===== src/inc/cksc_defs.svh =====
`ifndef CKSC_DEFS_SVH
`define CKSC_DEFS_SVH

// System clock rate in MHz.
`define CKSC_CLK_MHZ 125
// Oscillator enables after reset: only the ultra low power oscillator.
`define CKSC_OSC_EN_RST 7'h40
// Dividers that turn 32 kHz and 32.768 kHz into 1 kHz and 1.024 kHz.
`define CKSC_DIV32_M1 5'h1F
// Prescaler: log2 of the largest division ratio, 2048.
`define CKSC_PSC_LOG_MAX 4'hB
`define CKSC_PSC_RST 4'h0
// Multiplier limits and reset value.
`define CKSC_PLL_FAC_MIN 5'h01
`define CKSC_PLL_FAC_MAX 5'h1F
`define CKSC_PLL_FAC_RST 5'h01
// Silence on a running crystal that counts as a failure, in microseconds.
`define CKSC_FAIL_US 64
`define CKSC_FAIL_CYC (`CKSC_FAIL_US * `CKSC_CLK_MHZ)
// Calibrator targets: oscillator edges per 32.768 kHz reference period.
`define CKSC_FREQ_LOCK_CALIBRATOR_TGT_2M 11'h03D
`define CKSC_FREQ_LOCK_CALIBRATOR_TGT_32M 11'h3D1
`define CKSC_CNT_SAT 11'h7FF
// Synchronised vector width: three crystals/clocks, four internal, port C, seven ready flags.
`define CKSC_SYNC_W 22

`endif


===== src/inc/cksc_pkg.sv =====
package cksc_pkg;

  // One bit per clock source.
  typedef struct packed {
    logic ultra_low_power_osc;
    logic lfx;
    logic rc32k;
    logic pll;
    logic xosc;
    logic rc32m;
    logic rc2m;
  } cksc_osc_t;

  typedef enum logic [2:0] {
    SRC_RC2M, SRC_RC32M, SRC_RC32K, SRC_XOSC, SRC_PLL, SRC_LFX
  } cksc_src_t;

  typedef enum logic [1:0] {REF_RC2M, REF_RC32M, REF_XOSC} cksc_pll_ref_t;

  typedef enum logic [1:0] {RTC_ULP, RTC_RC32K, RTC_LFX} cksc_rtc_src_t;

  typedef struct packed {
    logic pll;
    logic xosc;
  } cksc_fail_t;

  // Calibration bytes: [2] 32.768 kHz, [1] 32 MHz, [0] 2 MHz.
  typedef logic [2:0][7:0] cksc_cal_t;

  typedef enum logic [1:0] {ST_RUN, ST_WAIT, ST_SWAP} cksc_sw_st_t;

endpackage : cksc_pkg


===== src/core/cksc_sync.sv =====
`timescale 1ns/1ns
// Two-stage synchroniser for pins that come from other clocks.
module cksc_sync #(
  parameter int W = 1
) (
  input logic clock,
  input logic reset,
  input logic [W-1:0] d,
  output logic [W-1:0] q
);
  logic [W-1:0] meta_q;

  // The first stage is read only by the second.
  always_ff @(posedge clock) begin
    if (reset) begin
      meta_q <= '0;
      q <= '0;
    end else begin
      meta_q <= d;
      q <= meta_q;
    end
  end
endmodule : cksc_sync


===== src/core/cksc_div.sv =====
`timescale 1ns/1ns
// Tick divider: one output pulse per ratio_m1 + 1 input ticks.
module cksc_div #(
  parameter int W = 11
) (
  input logic clock,
  input logic reset,
  input logic restart,
  input logic tick_in,
  input logic [W-1:0] ratio_m1,
  output logic tick_out
);
  logic [W-1:0] cnt_q;

  // A restart drops the partial count so no short first period escapes.
  always_ff @(posedge clock) begin
    if (reset || restart) begin
      cnt_q <= '0;
      tick_out <= 1'b0;
    end else begin
      tick_out <= 1'b0;
      if (tick_in) begin
        if (cnt_q >= ratio_m1) begin
          cnt_q <= '0;
          tick_out <= 1'b1;
        end else begin
          cnt_q <= cnt_q + {{(W-1){1'b0}}, 1'b1};
        end
      end
    end
  end
endmodule : cksc_div


===== src/core/cksc_ctrl.sv =====
`timescale 1ns/1ns
`include "cksc_defs.svh"
// Operation
// Reset leaves only ultra low power oscillator on.
// Execution starts from 2 MHz oscillator.
// Other sources, calibrators, multiplier stay off.
// Software may change source and prescaler anytime.
// Source switching never emits truncated ticks.
// Monitor failure: interrupt and fall back internally.
// Detect crystal and lock failure; interrupt optional.
// Ultra low power oscillator gives 1 kHz.
// Ultra low power oscillator on when used.
// 32.768 kHz oscillator gives 1.024 kHz too.
// 32.768 kHz calibration loads, software may overwrite.
// 32 kHz sources serve system, counter, calibrators.
// Main crystal has four range modes.
// Calibrators trim 2 MHz and 32 MHz oscillators.
// 32 MHz calibration spans 30 to 55 MHz.
// Stored 48 MHz calibration for USB use.
// External clock from crystal pin or port C.
// Multiplier factor is 1 to 31.
// Prescaler divides 1 to 2048.
// Fast peripheral ticks at 2x, 4x CPU.
// Switch waits for enabled, ready target source.
module cksc_ctrl #(
  parameter int FAIL_CYC = `CKSC_FAIL_CYC,
  parameter logic [7:0] USB_CAL = 8'h80
) (
  input logic clock,
  input logic reset,
  input logic rc2m_osc,
  input logic rc32m_osc,
  input logic rc32k_osc,
  input logic ulp_osc,
  input logic pll_osc,
  input logic low_freq_crystal_in,
  input logic main_crystal_in,
  input logic [7:0] portc_in,
  input cksc_pkg::cksc_osc_t osc_ready,
  input logic ulp_req,
  input cksc_pkg::cksc_osc_t sw_osc_en,
  input cksc_pkg::cksc_src_t sw_src_sel,
  input logic [3:0] sw_psc_log,
  input logic [4:0] sw_pll_fac,
  input cksc_pkg::cksc_pll_ref_t sw_pll_ref,
  input logic [1:0] sw_xosc_mode,
  input logic sw_ext_pin_sel,
  input logic [2:0] sw_portc_sel,
  input logic sw_mon_en,
  input logic sw_nmi_en,
  input cksc_pkg::cksc_fail_t sw_fail_clr,
  input logic [1:0] sw_freq_lock_calibrator_en,
  input logic sw_freq_lock_calibrator_ref,
  input logic [2:0] sw_cal_we,
  input logic [7:0] sw_cal_wdata,
  input logic sw_usb_cal_ld,
  input cksc_pkg::cksc_cal_t prod_cal,
  input logic rtc_en,
  input cksc_pkg::cksc_rtc_src_t rtc_src,
  output cksc_pkg::cksc_osc_t osc_en_q,
  output cksc_pkg::cksc_src_t cur_src_q,
  output logic switching_q,
  output logic switch_refused_q,
  output logic cpu_tick_q,
  output logic per2_tick_q,
  output logic per4_tick_q,
  output logic ulp_1k_q,
  output logic rc32k_1k_q,
  output logic rtc_tick_q,
  output logic [3:0] psc_log_q,
  output logic [4:0] pll_fac_q,
  output cksc_pkg::cksc_pll_ref_t pll_ref_q,
  output logic [1:0] xosc_mode_q,
  output logic ext_pin_sel_q,
  output logic [2:0] portc_sel_q,
  output cksc_pkg::cksc_fail_t fail_q,
  output logic nmi_q,
  output logic [1:0] freq_lock_calibrator_en_q,
  output cksc_pkg::cksc_cal_t cal_q
);

  // Picks the bit of a per-source vector that belongs to one source.
  function automatic logic src_bit(input cksc_pkg::cksc_src_t s,
                                   input cksc_pkg::cksc_osc_t v);
    case (s)
      cksc_pkg::SRC_RC2M: src_bit = v.rc2m;
      cksc_pkg::SRC_RC32M: src_bit = v.rc32m;
      cksc_pkg::SRC_RC32K: src_bit = v.rc32k;
      cksc_pkg::SRC_XOSC: src_bit = v.xosc;
      cksc_pkg::SRC_PLL: src_bit = v.pll;
      cksc_pkg::SRC_LFX: src_bit = v.lfx;
      default: src_bit = 1'b0;
    endcase
  endfunction : src_bit

  // One-hot enable vector for one source.
  function automatic cksc_pkg::cksc_osc_t src_set(input cksc_pkg::cksc_src_t s);
    src_set = '0;
    case (s)
      cksc_pkg::SRC_RC2M: src_set.rc2m = 1'b1;
      cksc_pkg::SRC_RC32M: src_set.rc32m = 1'b1;
      cksc_pkg::SRC_RC32K: src_set.rc32k = 1'b1;
      cksc_pkg::SRC_XOSC: src_set.xosc = 1'b1;
      cksc_pkg::SRC_PLL: src_set.pll = 1'b1;
      cksc_pkg::SRC_LFX: src_set.lfx = 1'b1;
      default: src_set = '0;
    endcase
  endfunction : src_set

  logic [`CKSC_SYNC_W-1:0] raw;
  logic [`CKSC_SYNC_W-1:0] sync_s;
  logic [`CKSC_SYNC_W-1:0] prev_q;
  logic [`CKSC_SYNC_W-1:0] edge_w;
  cksc_pkg::cksc_osc_t tick;
  cksc_pkg::cksc_osc_t rdy;
  cksc_pkg::cksc_osc_t rdy_prev;
  cksc_pkg::cksc_osc_t osc_en_d;
  cksc_pkg::cksc_src_t tgt_q;
  cksc_pkg::cksc_sw_st_t st_q;
  cksc_pkg::cksc_fail_t fail_evt;
  cksc_pkg::cksc_src_t pll_ref_src;
  logic [15:0] xosc_idle_q;
  logic xosc_used;
  logic fallback;
  logic sel_blocked;
  logic tgt_blocked;
  logic psc_tick;
  logic [1:0] phase_q;
  logic freq_lock_calibrator_ref_tick;
  logic [2:0] cal_tick;
  logic [2:0] freq_lock_calibrator_act;
  logic [2:0][10:0] cnt_q;
  logic [2:0][10:0] tgt_cnt;

  // Every pin is another clock's signal, so all of them are synchronised.
  assign raw = {osc_ready, portc_in, main_crystal_in, low_freq_crystal_in, pll_osc,
                ulp_osc, rc32k_osc, rc32m_osc, rc2m_osc};

  cksc_sync #(
    .W(`CKSC_SYNC_W)
  ) u_sync (
    .clock(clock),
    .reset(reset),
    .d(raw),
    .q(sync_s)
  );

  // Rising-edge history of the synchronised pins.
  always_ff @(posedge clock) begin
    if (reset) begin
      prev_q <= '0;
    end else begin
      prev_q <= sync_s;
    end
  end

  // Oscillator edges become single-cycle ticks; sources above 62.5 MHz alias.
  assign edge_w = sync_s & ~prev_q;
  assign rdy = sync_s[21:15];
  assign rdy_prev = prev_q[21:15];
  assign tick.rc2m = edge_w[0];
  assign tick.rc32m = edge_w[1];
  assign tick.rc32k = edge_w[2];
  assign tick.ultra_low_power_osc = edge_w[3];
  assign tick.pll = edge_w[4];
  assign tick.lfx = edge_w[5];
  assign tick.xosc = ext_pin_sel_q ? edge_w[7 + portc_sel_q] : edge_w[6];

  assign pll_ref_src = (pll_ref_q == cksc_pkg::REF_RC32M) ? cksc_pkg::SRC_RC32M :
                       (pll_ref_q == cksc_pkg::REF_XOSC) ? cksc_pkg::SRC_XOSC :
                       cksc_pkg::SRC_RC2M;

  // Enables: software bits, with ulp_req in place of the ultra low power one, plus whatever is in use right now.
  always_comb begin
    osc_en_d = sw_osc_en;
    osc_en_d.ultra_low_power_osc = ulp_req || (rtc_en && rtc_src == cksc_pkg::RTC_ULP);
    osc_en_d.rc32k = sw_osc_en.rc32k || (rtc_en && rtc_src == cksc_pkg::RTC_RC32K) ||
                     ((|freq_lock_calibrator_en_q) && !sw_freq_lock_calibrator_ref);
    osc_en_d.lfx = sw_osc_en.lfx || (rtc_en && rtc_src == cksc_pkg::RTC_LFX) ||
                   ((|freq_lock_calibrator_en_q) && sw_freq_lock_calibrator_ref);
    osc_en_d = osc_en_d | src_set(cur_src_q);
    if (osc_en_d.pll) begin
      osc_en_d = osc_en_d | src_set(pll_ref_src);
    end
  end

  // The ultra low power oscillator is the only source left on in reset.
  always_ff @(posedge clock) begin
    if (reset) begin
      osc_en_q <= `CKSC_OSC_EN_RST;
    end else begin
      osc_en_q <= osc_en_d;
    end
  end

  // Setup; multiplier and crystal fields change only while that consumer is off, the prescaler anytime.
  always_ff @(posedge clock) begin
    if (reset) begin
      pll_fac_q <= `CKSC_PLL_FAC_RST;
      pll_ref_q <= cksc_pkg::REF_RC2M;
      xosc_mode_q <= 2'h0;
      ext_pin_sel_q <= 1'b0;
      portc_sel_q <= 3'h0;
      psc_log_q <= `CKSC_PSC_RST;
    end else begin
      if (!osc_en_q.pll && sw_pll_fac >= `CKSC_PLL_FAC_MIN) begin
        pll_fac_q <= sw_pll_fac;
        pll_ref_q <= sw_pll_ref;
      end
      if (!osc_en_q.xosc) begin
        xosc_mode_q <= sw_xosc_mode;
        ext_pin_sel_q <= sw_ext_pin_sel;
        portc_sel_q <= sw_portc_sel;
      end
      if (sw_psc_log <= `CKSC_PSC_LOG_MAX) begin
        psc_log_q <= sw_psc_log;
      end
    end
  end

  // Crystal silence counter; it only runs while the crystal claims ready.
  always_ff @(posedge clock) begin
    if (reset) begin
      xosc_idle_q <= 16'h0000;
    end else if (tick.xosc || !osc_en_q.xosc || !rdy.xosc) begin
      xosc_idle_q <= 16'h0000;
    end else if (xosc_idle_q != 16'(FAIL_CYC)) begin
      xosc_idle_q <= xosc_idle_q + 16'h0001;
    end
  end

  // Failure events fire once: at the silence limit or on loss of lock.
  assign fail_evt.xosc = sw_mon_en && xosc_idle_q == 16'(FAIL_CYC - 1);
  assign fail_evt.pll = sw_mon_en && osc_en_q.pll && rdy_prev.pll && !rdy.pll;
  assign xosc_used = cur_src_q == cksc_pkg::SRC_XOSC ||
                     (cur_src_q == cksc_pkg::SRC_PLL && pll_ref_q == cksc_pkg::REF_XOSC);
  assign fallback = (fail_evt.xosc && xosc_used) ||
                    (fail_evt.pll && cur_src_q == cksc_pkg::SRC_PLL);

  // Sticky failure flags; a new event beats a clear in the same cycle.
  always_ff @(posedge clock) begin
    if (reset) begin
      fail_q <= '0;
      nmi_q <= 1'b0;
    end else begin
      fail_q <= (fail_q & ~sw_fail_clr) | fail_evt;
      nmi_q <= sw_nmi_en && (|fail_evt);
    end
  end

  // A source is refused while off, or while its failure flag stands.
  assign sel_blocked = !src_bit(sw_src_sel, osc_en_q) ||
                       (sw_src_sel == cksc_pkg::SRC_XOSC && fail_q.xosc) ||
                       (sw_src_sel == cksc_pkg::SRC_PLL && fail_q.pll);
  assign tgt_blocked = !src_bit(tgt_q, osc_en_q) ||
                       (tgt_q == cksc_pkg::SRC_XOSC && fail_q.xosc) ||
                       (tgt_q == cksc_pkg::SRC_PLL && fail_q.pll);

  // Switcher: the old source runs until the new one is ready, then one
  // dead cycle restarts the prescaler so no partial period is delivered.
  always_ff @(posedge clock) begin
    if (reset) begin
      st_q <= cksc_pkg::ST_RUN;
      cur_src_q <= cksc_pkg::SRC_RC2M;
      tgt_q <= cksc_pkg::SRC_RC2M;
      switching_q <= 1'b0;
      switch_refused_q <= 1'b0;
    end else if (fallback) begin
      st_q <= cksc_pkg::ST_RUN;
      cur_src_q <= cksc_pkg::SRC_RC2M;
      switching_q <= 1'b0;
      switch_refused_q <= 1'b0;
    end else begin
      switch_refused_q <= 1'b0;
      case (st_q)
        cksc_pkg::ST_RUN: begin
          if (sw_src_sel != cur_src_q) begin
            if (sel_blocked) begin
              switch_refused_q <= 1'b1;
            end else begin
              tgt_q <= sw_src_sel;
              st_q <= cksc_pkg::ST_WAIT;
              switching_q <= 1'b1;
            end
          end
        end
        cksc_pkg::ST_WAIT: begin
          if (sw_src_sel != tgt_q || tgt_blocked) begin
            st_q <= cksc_pkg::ST_RUN;
            switching_q <= 1'b0;
          end else if (src_bit(tgt_q, rdy)) begin
            st_q <= cksc_pkg::ST_SWAP;
          end
        end
        cksc_pkg::ST_SWAP: begin
          cur_src_q <= tgt_q;
          st_q <= cksc_pkg::ST_RUN;
          switching_q <= 1'b0;
        end
        default: begin
          st_q <= cksc_pkg::ST_RUN;
          switching_q <= 1'b0;
        end
      endcase
    end
  end

  // Prescaler counts ticks of the current source only outside the swap.
  cksc_div #(
    .W(11)
  ) u_psc (
    .clock(clock),
    .reset(reset),
    .restart(st_q == cksc_pkg::ST_SWAP || fallback),
    .tick_in(src_bit(cur_src_q, tick)),
    .ratio_m1(11'((12'h001 << psc_log_q) - 12'h001)),
    .tick_out(psc_tick)
  );

  // The 4x tick is the prescaler output; 2x and CPU ticks are aligned
  // subsets of it, so all three share their rising moments.
  always_ff @(posedge clock) begin
    if (reset || st_q == cksc_pkg::ST_SWAP || fallback) begin
      phase_q <= 2'h0;
      per4_tick_q <= 1'b0;
      per2_tick_q <= 1'b0;
      cpu_tick_q <= 1'b0;
    end else begin
      if (psc_tick) begin
        phase_q <= phase_q + 2'h1;
      end
      per4_tick_q <= psc_tick;
      per2_tick_q <= psc_tick && phase_q[0];
      cpu_tick_q <= psc_tick && phase_q == 2'h3;
    end
  end

  logic ulp_1k;
  logic rc32k_1k;

  cksc_div #(
    .W(5)
  ) u_ulp_div (
    .clock(clock),
    .reset(reset),
    .restart(!osc_en_q.ultra_low_power_osc),
    .tick_in(tick.ultra_low_power_osc),
    .ratio_m1(`CKSC_DIV32_M1),
    .tick_out(ulp_1k)
  );

  cksc_div #(
    .W(5)
  ) u_rc32k_div (
    .clock(clock),
    .reset(reset),
    .restart(!osc_en_q.rc32k),
    .tick_in(tick.rc32k),
    .ratio_m1(`CKSC_DIV32_M1),
    .tick_out(rc32k_1k)
  );

  // Low rate outputs and the counter/display clock selection.
  always_ff @(posedge clock) begin
    if (reset) begin
      ulp_1k_q <= 1'b0;
      rc32k_1k_q <= 1'b0;
      rtc_tick_q <= 1'b0;
    end else begin
      ulp_1k_q <= ulp_1k;
      rc32k_1k_q <= rc32k_1k;
      case (rtc_src)
        cksc_pkg::RTC_ULP: rtc_tick_q <= rtc_en && tick.ultra_low_power_osc;
        cksc_pkg::RTC_RC32K: rtc_tick_q <= rtc_en && tick.rc32k;
        cksc_pkg::RTC_LFX: rtc_tick_q <= rtc_en && tick.lfx;
        default: rtc_tick_q <= 1'b0;
      endcase
    end
  end

  // A calibrator runs only while software enables it and its oscillator is on.
  always_ff @(posedge clock) begin
    if (reset) begin
      freq_lock_calibrator_en_q <= 2'h0;
    end else begin
      freq_lock_calibrator_en_q[0] <= sw_freq_lock_calibrator_en[0] && osc_en_q.rc2m;
      freq_lock_calibrator_en_q[1] <= sw_freq_lock_calibrator_en[1] && osc_en_q.rc32m;
    end
  end

  assign freq_lock_calibrator_ref_tick = sw_freq_lock_calibrator_ref ? tick.lfx : tick.rc32k;
  assign cal_tick = {tick.rc32k, tick.rc32m, tick.rc2m};
  assign freq_lock_calibrator_act = {1'b0, freq_lock_calibrator_en_q};
  assign tgt_cnt = {11'h000, `CKSC_FREQ_LOCK_CALIBRATOR_TGT_32M, `CKSC_FREQ_LOCK_CALIBRATOR_TGT_2M};

  // Calibration bytes: production value at reset, software write first,
  // then the stored USB value, then one step per reference period.
  // The 32 MHz byte spans 30 to 55 MHz over its full code range.
  always_ff @(posedge clock) begin
    if (reset) begin
      cal_q <= prod_cal;
      cnt_q <= '0;
    end else begin
      for (int i = 0; i < 3; i++) begin
        if (freq_lock_calibrator_ref_tick) begin
          cnt_q[i] <= 11'h000;
        end else if (cal_tick[i] && cnt_q[i] != `CKSC_CNT_SAT) begin
          cnt_q[i] <= cnt_q[i] + 11'h001;
        end
        if (sw_cal_we[i]) begin
          cal_q[i] <= sw_cal_wdata;
        end else if (i == 1 && sw_usb_cal_ld) begin
          cal_q[i] <= USB_CAL;
        end else if (freq_lock_calibrator_act[i] && freq_lock_calibrator_ref_tick) begin
          if (cnt_q[i] < tgt_cnt[i] && cal_q[i] != 8'hFF) begin
            cal_q[i] <= cal_q[i] + 8'h01;
          end else if (cnt_q[i] > tgt_cnt[i] && cal_q[i] != 8'h00) begin
            cal_q[i] <= cal_q[i] - 8'h01;
          end
        end
      end
    end
  end
endmodule : cksc_ctrl


===== config.mk =====
export PLATFORM = sky130hd
export DESIGN_NAME = cksc_ctrl
export DESIGN_NICKNAME = d
export VERILOG_FILES = /design/src/inc/cksc_pkg.sv /design/src/core/cksc_sync.sv /design/src/core/cksc_div.sv /design/src/core/cksc_ctrl.sv
export VERILOG_INCLUDE_DIRS = /design/src /design/src/inc
export SDC_FILE = /design/constraint.sdc
export NUM_CORES = 1
export LEC_CHECK = 0
export ABC_AREA = 1
export ABC_CLOCK_PERIOD_IN_PS = 3200
export BUFFER_PORTS_ARGS = -buffer_cell sky130_fd_sc_hd__buf_2
export CORE_MARGIN = 2
export CORE_UTILIZATION = 57
export DETAILED_ROUTE_END_ITERATION = 8
export PLACE_DENSITY = 0.81
export REMOVE_ABC_BUFFERS = 1
export SYNTH_ARGS = -nofsm -noshare
export SYNTH_HDL_FRONTEND = slang
export SYNTH_SLANG_ARGS = --single-unit

===== constraint.sdc =====
create_clock -name clock -period 3.2 [get_ports clock]
set_clock_uncertainty 0.05 [all_clocks]
set_input_delay 0.48 -clock clock [delete_from_list [all_inputs] [get_ports clock]]
set_output_delay 0.48 -clock clock [all_outputs]
set_load 0.01 [all_outputs]

## Word level (Yosys, flattened, before mapping)

Index checks and enable logic that the tools add are counted.

| storage, ports and cells | value |
|---|---|
| register bits after elaboration | 199 |
| latch bits | 0 |
| RAM bits | 0 |
| ROM bits | 0 |
| logic and storage cells | 274 |
| memories kept | 0 |

| cells by class | value |
|---|---|
| add/subtract/negate cells | 13 |
| $mul | 0 |
| divide/modulo/power cells | 0 |
| $lt $le $gt $ge | 10 |
| eq/ne operators | 39 |
| shifts and indexed selects | 1 |
| mux-type cells | 62 |
| bitwise gates (word level) | 15 |
| reductions and logical operators | 90 |

Operators by type and width:

| operator | number |
|---|---|
| $mux 8 | 10 |
| $add 11x1->11 const B | 3 |
| $logic_and 1x1->1 | 33 |
| $mux 1 | 33 |
| $mux 24 | 1 |
| $pmux 1 s6 | 4 |
| $and 22x22->22 | 1 |
| $ne 11x11->1 const B | 2 |
| $not 22->22 | 1 |
| $logic_or 1x1->1 | 20 |
| $eq 3x2->1 const B | 6 |
| $eq 3x3->1 const B | 6 |
| $reduce_or 2->1 | 9 |
| $add 16x1->16 const B | 1 |
| $add 8x1->8 const B | 2 |
| $eq 16x13->1 const B | 1 |
| $ne 16x13->1 const B | 1 |
| $ne 8x8->1 const B | 2 |
| $reduce_bool 8->1 | 2 |
| $sub 8x1->8 const B | 2 |
| $eq 2x2->1 const B | 6 |
| $logic_not 3->1 | 4 |
| $mux 2 | 6 |
| $ge 11x11->1 | 1 |
| 42 further kinds | 73 |

## Depth between registers and ports, before layout

Gate-level depths: netlist of the first run.

| logic depth | value |
|---|---|
| depth in word-level cells | 13 |
| gate-level depth with buffers | 18 |
| gate-level depth less buffers | 17 |

## Cells and area by module

A second synthesis of the first run with hierarchy kept.

| unflattened totals | value |
|---|---|
| cells, all modules | 1339 |
| area total of the unflattened synthesis | 10035.9 um^2 |

By module, submodules not included:

| module | instances | cells each | area an instance (um^2) | sequential area each (um^2) |
|---|---|---|---|---|
| cksc_ctrl | 1 | 976 | 7035.5 | 2762.6 |
| cksc_sync | 1 | 137 | 1267.5 | 880.8 |
| cksc_div (u_psc) | 1 | 126 | 912.1 | 240.2 |
| cksc_div (u_rc32k_div ...) | 2 | 50 | 410.4 | 120.1 |

## Worst setup path after synthesis of the first run

OpenSTA, ideal clock, no wires.

| timing | value |
|---|---|
| path kind | register -> register |
| from | reg psc_log_q[3] |
| to | reg u_psc.cnt_q[9] |
| arrival time | 2.518 ns |
| setup slack | 0.519 ns |
| cell stages (with the launch flop) | 19 |
| path through | dfxtp_1 > clkbuf_1 > nor2_1 > nand3_1 > ha_1 > nand2_1 > nor2_1 > xor2_1 > ha_1 > nand2_1 > nor2_1 > nand3_1 > and2_1 > nand2_1 > inv_1 > nand3_1 > nand2_1 > nand2_2 > nor2_1 |

| between the ends | value |
|---|---|
| word-level cells in the longest chain between the ends | 4 |

RTL lines:

| what | RTL line | source |
|---|---|---|
| from (decl) | cksc_ctrl.sv:70 | `output logic [3:0] psc_log_q,` |
| from (signal assigned) | cksc_ctrl.sv:204 | `` psc_log_q <= `CKSC_PSC_RST; `` |
| from (signal assigned) | cksc_ctrl.sv:216 | `psc_log_q <= sw_psc_log;` |
| $shl 1x4->11 | cksc_ctrl.sv:316 | `.ratio_m1(11'((12'h001 << psc_log_q) - 12'h001)),` |
| $sub 11x1->11 | cksc_ctrl.sv:316 |  |
| $ge 11x11->1 | cksc_div.sv:23 | `if (cnt_q >= ratio_m1) begin` |
| $mux 11 | cksc_div.sv:23 |  |
| to (signal assigned) | cksc_div.sv:27 | `cnt_q <= cnt_q + {{(W-1){1'b0}}, 1'b1};` |
| to (decl) | cksc_div.sv:13 | `logic [W-1:0] cnt_q;` |

Every way passes these cells.
A chain may end at the register's enable or synchronous reset.

## Worst setup path after layout of the first run

| timing | value |
|---|---|
| from | reg psc_log_q[0] |
| to | reg u_psc.cnt_q[4] |

Same word-level chain as after synthesis.

==> results.yml, run 1 <==
run_status:
  status: "completed"
pwr:
  leakage_nw: 5.00
  total_power_mw: 5.58
  powerDensity_nw_per_um2: 505
  peakVddDrop_mv: 0.405
worst_hold_path:
  hp-start: "ulp_req"
  holdPathEnd: "osc_en_q[6]$_SDFF_PP1_"
  hp-class: "in2reg"
  holdPathStages: 3
clock_network:
  cts-htree-levels: 4
  cts_buffers: 17
  cts.reportedPaths.clkPinSlew_ps: 70
  cts.sinks: 192
  clk_path_buf_depth: 2
  clk_latency_ps: 430
  cts_tree: "done"
  root_buffer: "clkbuf_16"
  ctsHoldBuffers: 0
grt:
  antenna_found_initial: 1
  grt_usage_pct: 25.0
  grt_pass1_vias: 8123
  grt_max_degree: 59
  globalRouteOverflowTotal: 0
  grt_pass1_wl_mm: 36.3
synth:
  synth_top_area_share_pct: 35.5
  yosysWarnings: 0
  yosys.area.top_type: "dfxtp_1"
  synthTopCellsByArea: "dfxtp_1 35%, nand2_1 8.0%, nor2_1 8.0%, edfxtp_1 7.6%, inv_1 7.0%"
  syn_area_sq_um: 9480
  ys_seq_area_share_pct: 43.1
  netlist_instances: 1266
  synth_top_flop_cell: "dfxtp_1"
  avgSynthCellArea_sq_um: 7.49
  ys_ff_latch: 192
  synthArstFlopShare_pct: 0
  synth_cell_types: 50
  ys_top_cells_by_count: "203 x nand2_1, 201 x nor2_1, 178 x inv_1, 168 x dfxtp_1, 88 x a21oi_1"
  yosysMostFrequentCell: "nand2_1"
  synth-edff-count: 24
setup_path:
  cpMaxStageDelayCell: "dfxtp_1"
  criticalPathCategory: "reg2reg"
  reg2reg_slack_ps: 350
  path_cells: "nor3_1, nand2_1, ha_1, nand2_1, nor2_1, xor2_1, ha_1, a21oi_1, o21ai_0, a21oi_1, and2_1, nand2_2, inv_1, nand3_1, nand2_1, nand2_2, nor2_1"
  max_stage_delay_ps: 360
  crit_path_frequent_cell: "nand2_1"
  crit_fanout: 9
  setup.worst_path.start: "psc_log_q[0]$_SDFFE_PP0P_"
  rr_worst_depth: 17
  critical_path_arrival_ps: 3170
  crit_path_start_kind: "register"
  crit_path_end_kind: "register"
  worstReg2RegEnd: "u_psc.cnt_q[4]$_SDFFE_PP0P_"
  crit-reg2reg-launch: "psc_log_q[0]$_SDFFE_PP0P_"
  required_ps: 3520
floorplanning:
  dieArea_sq_um: 17700
  core_area_sq_um: 16400
  dieWidth_um: 133
  die_y_um: 133
  rows: 47
  ios: 162
  initial_core_util_pct: 57.8
flow_run:
  maxCapViolCount: 0
finish:
  final_layout_size_suffix_gt1_share_pct: 17.0
  areaGrowthSynthToFinish_pct: 16.4
  num-nets-final: 1568
timing:
  worst_pin_slew_ps: 820
  relSlewSlack_pct: 44.9
  rsz0062_at_grt: "no"
  post-route-min-period_ps: 2850
  max_freq_mhz: 351
  tns_ps: 0
  hold_viol: 0
  fin_crit_sh_pct: 89.0
  maxSlewViolCount: 0
  setup_viol: 0
detailed_routing:
  first_iter_violations: 389
  wl_met3_mm: 1.06
  wl_met2_mm: 10.8
  via_per_inst: 5.20
  dr_total_vias: 8608
  finalWirelength_mm: 21.8
  wl_met1_mm: 9.42
  antenna_left: 0
  drc: 0
  wl_per_cell_um: 13.2
  drtPass1Iterations: 7
  top_layer_used: "met4"
place:
  hpwl_mm: 16.1
  place.gp.congestion: 0.900
  port_buffers: 159
==> routing by layer <==
metal,up-vias,global-route usage (%)
li1,4437,-
met1,3926,29.9
met2,206,44.3
met3,39,5.13
met4,0,9.50
met5,-,0
==> sequential cells by signal (all words and copies together) (netlist names), 2 cells and up <==
signal,cells
freq_lock_calibrator_en_q,2
osc_en_q,7
tgt_q,3
u_sync.meta_q,21
pll_fac_q,5
cal_q,24
xosc_mode_q,2
st_q,2
pll_ref_q,2
cur_src_q,3
fail_q,2
u_sync.q,21
phase_q,2
u_ulp_div.cnt_q,5
u_psc.cnt_q,11
cnt_q,22
prev_q,17
u_rc32k_div.cnt_q,5
portc_sel_q,3
xosc_idle_q,16
psc_log_q,4
==> worst max path at each step <==
stage | endpoint | slack, ps | cells past startpoint
2_1_floorplan | u_psc.cnt_q[9]$_SDFFE_PP0P_ | 610 | 17
6_report | u_psc.cnt_q[4]$_SDFFE_PP0P_ | 350 | 17
4_1_cts | u_psc.cnt_q[4]$_SDFFE_PP0P_ | 210 | 17
3_3_place_gp | u_psc.cnt_q[9]$_SDFFE_PP0P_ | 360 | 17
5_1_grt | u_psc.cnt_q[4]$_SDFFE_PP0P_ | 70 | 17
3_5_place_dp | u_psc.cnt_q[10]$_SDFFE_PP0P_ | 250 | 17
==> worst max-delay path: cells and delay by family (launching register included) <==
kind,cells,cell delay [ps]
AND/OR/NAND/NOR,10,1210
adder cells (fa/ha/maj),2,550
flip-flops,1,360
AO/OA/AOI/OAI,3,320
XOR/XNOR,1,150
buffers and inverters,1,140
==> cell type report <==
cell class | count | area (sq um)
inverter | 189 | 712
timing repair buffer | 167 | 858
clock inverter | 13 | 121
antenna | 1 | 2.50
sequential | 192 | 4090
clock buffer | 18 | 429
multi-input combinational | 856 | 4560
fill | 1412 | 5370
tap | 220 | 275
==> layout by cell type (no fill, tap or decap), types with 19 or more instances in the layout <==
cell type,n
a21oi_1,88
dfxtp_1,167
edfxtp_1,24
nand3_1,83
ha_1,45
o21ai_0,65
nor3_1,19
nand2_1,202
buf_2,158
inv_1,178
xor2_1,26
nand4_1,23
nor2_1,200
==> report_power, final <==
| group | internal, mW | leakage [nW] | switching, mW | total, mW |
|---|---|---|---|---|
| clock network | 1.02 | 0.263 | 0.990 | 2.01 |
| registers | 2.57 | 1.62 | 0.125 | 2.70 |
| logic | 0.330 | 3.11 | 0.534 | 0.864 |
| total | 3.93 | 5.00 | 1.65 | 5.58 |
==> stage by stage <==
stage          worst slack [ps]  hold slack (ps)  util [%]  cell area (sq um)  cells
2_1_floorplan               613              338         -               9340   1237
3_3_place_gp                359              339      63.8              10500   1622
3_5_place_dp                248              344      63.8              10500   1622
4_1_cts                     207              178      67.1              11000   1653
5_1_grt                    69.7              184      67.3              11000   1656
6_report                    352              182      67.3              11000   1656
==> kinds of logic after synthesis <==
family / Yosys count / synth area share (%)
DFF: 192 / 43.1
adders and majority gates: 47 / 6.36
AOI/OAI and AO/OA: 190 / 11.0
buffers and inverters: 218 / 8.99
and+or+nand+nor: 582 / 27.2
xor gates and xnor gates: 37 / 3.42
==> repair_timing <==
item | CTS | global route
gates resized for setup | 0 | 4
buffers inserted | 0 | 2
setup endpoints to repair | 0 | 7
No activity file was read; power rests on OpenSTA's default activity.
==> run 2: changes to the inputs <==
--- a/config.mk
+++ b/config.mk
@@ -7,13 +7,13 @@
 export NUM_CORES = 1
 export LEC_CHECK = 0
 export ABC_AREA = 1
-export ABC_CLOCK_PERIOD_IN_PS = 3200
 export BUFFER_PORTS_ARGS = -buffer_cell sky130_fd_sc_hd__buf_2
 export CORE_MARGIN = 2
-export CORE_UTILIZATION = 57
+export CORE_UTILIZATION = 51
 export DETAILED_ROUTE_END_ITERATION = 8
-export PLACE_DENSITY = 0.81
+export PLACE_DENSITY = 0.76
 export REMOVE_ABC_BUFFERS = 1
+export SKIP_LAST_GASP = 1
 export SYNTH_ARGS = -nofsm -noshare
 export SYNTH_HDL_FRONTEND = slang
 export SYNTH_SLANG_ARGS = --single-unit
==> constraint.sdc (replaced) <==
create_clock -name clock -period 2.45 [get_ports clock]
set_clock_uncertainty 0.05 [all_clocks]
set_input_delay 0.3675 -clock clock [delete_from_list [all_inputs] [get_ports clock]]
set_output_delay 0.3675 -clock clock [all_outputs]
set_load 0.01 [all_outputs]
==> results.yml, run 2 (synthesized netlist as in run 1, its figures left out) <==
clock_network:
  root_buffer: "clkbuf_16"
  clk_path_buf_depth: 2
  cts_tree: "done"
  cts-htree-levels: 4
  cts_buffers: 17
  cts.sinks: 192
  clk_latency_ps: 440
  cts.reportedPaths.clkPinSlew_ps: 80
  ctsHoldBuffers: 0
detailed_routing:
  top_layer_used: "met4"
  finalWirelength_mm: 25.3
  wl_per_cell_um: 14.2
  wl_met3_mm: 1.42
  wl_met2_mm: 12.5
  drtPass1Iterations: 6
  first_iter_violations: 755
  dr_total_vias: 9352
  antenna_left: 0
  via_per_inst: 5.27
  wl_met1_mm: 10.5
  drc: 0
floorplanning:
  die_y_um: 140
  ios: 162
  dieWidth_um: 140
  initial_core_util_pct: 52.4
  core_area_sq_um: 18100
  rows: 49
  dieArea_sq_um: 19700
finish:
  final_layout_size_suffix_gt1_share_pct: 28.0
  num-nets-final: 1678
  largest-register: "cal_q"
  largest_register_ffs: 24
  final_util_pct: 68.6
  reg_top3: "cal_q (24), cnt_q (22)"
  areaGrowthSynthToFinish_pct: 30.9
  diodes: 0
  final_cell_mix: "191 x nand2_1, 191 x nor2_1, 172 x inv_1"
setup_path:
  required_ps: 2730
  cp_top_family: "buffers and inverters"
  crit_path_end_kind: "register"
  crit_fanout: 8
  max_stage_delay_ps: 370
  criticalPathCategory: "reg2reg"
  critical_path_arrival_ps: 2900
  path_cells: "nor3_4, nand2_2, buf_4, buf_4, buf_4, buf_4, buf_4, buf_4, ha_4, nand4_1, nor2_1, nand4_1, nand2_2, buf_8, nor2_4, a21oi_2, nor2_1"
  crit_path_frequent_cell: "buf_4"
  worst-path-buf-inv: 7
  cpMaxStageDelayCell: "dfxtp_4"
  crit_path_start_kind: "register"
timing:
  worst_slack_ps: -171
  worst_pin_slew_ps: 919
  post-route-min-period_ps: 2620
  tns_ps: -1800
  max_freq_mhz: 382
  relSlewSlack_pct: 38.3
  fin_crit_sh_pct: 107
  rsz0062_at_grt: "yes"
  setup_viol: 18
  maxSlewViolCount: 0
  hold_viol: 0
run_status:
  failed_checks: "negative setup slack"
  status: "finished, violations left"
place:
  place.gp.congestion: 0.876
  port_buffers: 159
  hpwl_mm: 17.4
  preCtsSetupSlack_ps: -202
pwr:
  pwr-share-seq_pct: 44.8
  peakVddDrop_mv: 0.565
  powerDensity_nw_per_um2: 631
  p_sw_mw: 2.44
  cell_internal_pwr_mw: 5.38
  leakage_nw: 5.62
  combPwrFrac_pct: 19.1
  clockPowerShare_pct: 36.1
  sw_frac_of_total_pct: 31.2
grt:
  grt_pass1_wl_mm: 38.7
  globalRouteOverflowTotal: 0
  grt_pass1_vias: 8662
  grt_max_degree: 87
  antenna_found_initial: 0
  grt_usage_pct: 24.0
flow_run:
  maxCapViolCount: 0
worst_hold_path:
  hp-class: "in2reg"
run 2: cell count changes in the layout (fill, tap and decap cells not counted), sizes merged:
| cell | change |
|---|---|
| clkbuf | -1 |
| diode | -1 |
| clkinvlp | -1 |
| inv | -1 |
| buf | +110 |
| clkinv | +4 |
run 2: cell type report:
| type | instances | area (sq um) |
|---|---|---|
| Fill cell | 1432 | 5680 |
| Multi-Input combinational cell | 856 | 4960 |
| Sequential cell | 192 | 4090 |
| Timing Repair Buffer | 277 | 1730 |
| Inverter | 189 | 714 |
| Clock buffer | 17 | 425 |
| Tap cell | 229 | 287 |
| Clock inverter | 15 | 189 |
run 2: path summary, 6_finish.rpt:
check	from	to	slack, ps	cells past startpoint
worst min-delay path	ulp_req	osc_en_q[6]$_SDFF_PP1_	40	3
worst min register to register	u_sync.meta_q[19]$_SDFF_PP0_	u_sync.q[19]$_SDFF_PP0_	350	2
worst max register to register	psc_log_q[2]$_SDFFE_PP0P_	u_psc.cnt_q[7]$_SDFFE_PP0P_	-170	17
worst max-delay path	psc_log_q[2]$_SDFFE_PP0P_	u_psc.cnt_q[7]$_SDFFE_PP0P_	-170	17
run 2: repair_timing:
action | in CTS | in global routing
cloned | 1 | 0
buffers inserted | 15 | 11
gates resized for setup | 48 | 73
setup endpoints to repair | 18 | 22
pin swaps | 33 | 46
run 2: power by group through the flow:
| stage | clock (mW) | sequential [mW] | combinational, mW |
|---|---|---|---|
| 5_1_grt | 2.98 | 3.52 | 1.64 |
| 6_report | 2.83 | 3.50 | 1.49 |
| 3_3_place_gp | 0 | 3.57 | 1.24 |
| 2_1_floorplan | 0 | 3.60 | 0.679 |
| 3_5_place_dp | 0 | 3.57 | 1.27 |
| 4_1_cts | 2.85 | 3.50 | 1.37 |
run 2: worst reg2reg max path: stages, from the launching register on:
cell and delay, ps:
dfxtp_4 370, nor3_4 220, nand2_2 100, buf_4 140, buf_4 120, buf_4 120
buf_4 120, buf_4 120, buf_4 130, ha_4 250, nand4_1 70, nor2_1 100
nand4_1 100, nand2_2 120, buf_8 150, nor2_4 40, a21oi_2 130, nor2_1 80
run 2: stage by stage:
| stage | std cells | hold slack [ps] | total power [mW] | cell area (sq um) |
|---|---|---|---|---|
| after floorplan | 1237 | 338 | 4.28 | 9340 |
| after global placement | 1716 | 339 | 4.80 | 11100 |
| after detailed placement | 1716 | 342 | 4.84 | 11100 |
| after CTS | 1764 | 38.9 | 7.73 | 12000 |
| after global routing | 1775 | 50.9 | 8.15 | 12400 |
| final | 1775 | 44.9 | 7.83 | 12400 |
run 2: routing by layer:
metal / vias to the layer above / GRT usage (%)
li1: 4653 / -
met1: 4285 / 29.5
met2: 340 / 41.5
met3: 74 / 3.69
met4: 0 / 10.7
met5: - / 0
==> run 3: changes to the inputs <==
--- a/config.mk
+++ b/config.mk
@@ -8,6 +8,7 @@
 export LEC_CHECK = 0
 export ABC_AREA = 1
 export BUFFER_PORTS_ARGS = -buffer_cell sky130_fd_sc_hd__buf_2
+export CORE_ASPECT_RATIO = 0.5
 export CORE_MARGIN = 2
 export CORE_UTILIZATION = 51
 export DETAILED_ROUTE_END_ITERATION = 8
==> results.yml, run 3 (synthesized netlist as in run 1, its figures left out) <==
place:
  dpl_cell_area_sq_um: 11100
  hpwl_mm: 18.2
  port_buffers: 159
  place.gp.congestion: 0.907
setup_path:
  cpMaxStageDelayCell: "dfxtp_4"
  required_ps: 2760
  critical_path_arrival_ps: 2830
  crit_path_start_kind: "register"
  rr_worst_depth: 16
  worst-path-buf-inv: 1
  criticalPathCategory: "reg2reg"
  crit_cells: 16
  crit_fanout: 8
  cp_top_family: "simple AND/OR/NAND/NOR gates"
  crit_path_end_kind: "register"
  max_stage_delay_ps: 370
  path_cells: "nor3_4, nand2_2, ha_4, nand2_4, nor2_4, xor2_1, ha_1, a21oi_2, o21ai_1, a21oi_1, and2_4, nand2_4, buf_8, nor2_2, a21oi_2, nor2_1"
timing:
  hold_viol: 0
  maxSlewViolCount: 0
  fin_crit_sh_pct: 103
  worst_slack_ps: -69.3
  relSlewSlack_pct: 57.5
  setup_viol: 16
  rsz0062_at_grt: "yes"
  max_freq_mhz: 397
  post-route-min-period_ps: 2520
  hold_ws_ps: 66.2
  worst_pin_slew_ps: 638
grt:
  grt_pass1_wl_mm: 41.5
  globalRouteOverflowTotal: 0
  grt_pass1_vias: 8965
  grt_usage_pct: 25.9
  grt_max_degree: 62
  antenna_found_initial: 1
detailed_routing:
  first_iter_violations: 628
  dr_total_vias: 9391
  via_per_inst: 5.27
  finalWirelength_mm: 26.1
  drc: 0
  wl_per_cell_um: 14.6
  antenna_left: 0
  drtPass1Iterations: 7
clock_network:
  clk_latency_ps: 430
  cts_buffers: 17
  ctsHoldBuffers: 0
  root_buffer: "clkbuf_16"
  cts.reportedPaths.clkPinSlew_ps: 80
  cts-htree-levels: 4
  cts_tree: "done"
  clk_path_buf_depth: 2
  cts.sinks: 192
floorplanning:
  initial_core_util_pct: 51.8
  core_area_sq_um: 18300
  rows: 35
  dieWidth_um: 197
  die_y_um: 100
  ios: 162
  dieArea_sq_um: 19800
finish:
  largest-register: "cal_q"
  final_cell_area_sq_um: 12300
  final_cell_mix: "193 x nand2_1, 193 x nor2_1, 167 x inv_1"
  reg_top3: "cal_q (24), cnt_q (22)"
  regArea_sq_um: 4100
  num-nets-final: 1674
  multi_input_area_sq_um: 4870
  nFillCells: 1485
  largest_register_ffs: 24
  areaGrowthSynthToFinish_pct: 29.3
  final_layout_size_suffix_gt1_share_pct: 27.6
pwr:
  leakage_nw: 5.58
  powerDensity_nw_per_um2: 638
  peakVddDrop_mv: 0.548
worst_hold_path:
  hp-class: "in2reg"
  holdPathStages: 3
run_status:
  failed_checks: "negative setup slack"
  status: "finished, violations left"
flow_run:
  maxCapViolCount: 0
[run 3: stage by stage]
step,TNS [ps],power (mW),utilization [%],instances,setup slack [ps]
floorplan,-956,4.28,-,1237,-137
detailed placement,-1910,4.83,60.5,1721,-158
global route,-3450,8.16,67.0,1783,-254
finish,-620,7.82,67.0,1783,-69.3
global placement,-618,4.79,60.5,1721,-71.5
CTS,-5.17,7.71,65.5,1775,-3.35
[run 3: routing by layer]
metal	routed length, um	vias up	GRT usage (%)
met4	715	0	9.31
met1	11100	4412	31.4
li1	-	4640	-
met2	12900	276	46.2
met3	1350	63	5.04
met5	0	-	0
[run 3: report_power, final]
group,switching [mW],leakage [nW],internal [mW]
sequential,0.145,1.63,3.36
combinational,0.850,3.67,0.610
clock,1.39,0.284,1.47
total,2.38,5.58,5.44
[run 3: worst reg2reg max path, stage by stage (launching register included)]
cell and delay, ps:
dfxtp_4 370, nor3_4 220, nand2_2 100, ha_4 180, nand2_4 80, nor2_4 40
xor2_1 150, ha_1 340, a21oi_2 130, o21ai_1 70, a21oi_1 120, and2_4 170
nand2_4 50, buf_8 140, nor2_2 100, a21oi_2 40, nor2_1 110
[run 3: path summary, 6_finish.rpt]
path	startpoint	end	slack (ps)
worst max-delay path	psc_log_q[2]$_SDFFE_PP0P_	u_psc.cnt_q[2]$_SDFFE_PP0P_	-70
worst min-delay path	ulp_req	osc_en_q[6]$_SDFF_PP1_	70
worst max register to register	psc_log_q[2]$_SDFFE_PP0P_	u_psc.cnt_q[2]$_SDFFE_PP0P_	-70
worst min register to register	u_sync.meta_q[3]$_SDFF_PP0_	u_sync.q[3]$_SDFF_PP0_	350
[run 3: cell type report]
class                           count  area share, %
Sequential cell                   192           33.4
Timing Repair Buffer              273           13.7
Inverter                          189           5.81
Clock buffer                       18           3.50
Multi-Input combinational cell    856           39.7
Antenna cell                        1         0.0204
Clock inverter                     14           1.39
Tap cell                          240           2.45
[run 3: timing repair]
action | CTS | global route
setup endpoints to repair | 21 | 38
pin swaps | 25 | 40
setup buffers | 21 | 7
gates resized for setup | 48 | 61
gates cloned | 1 | 0
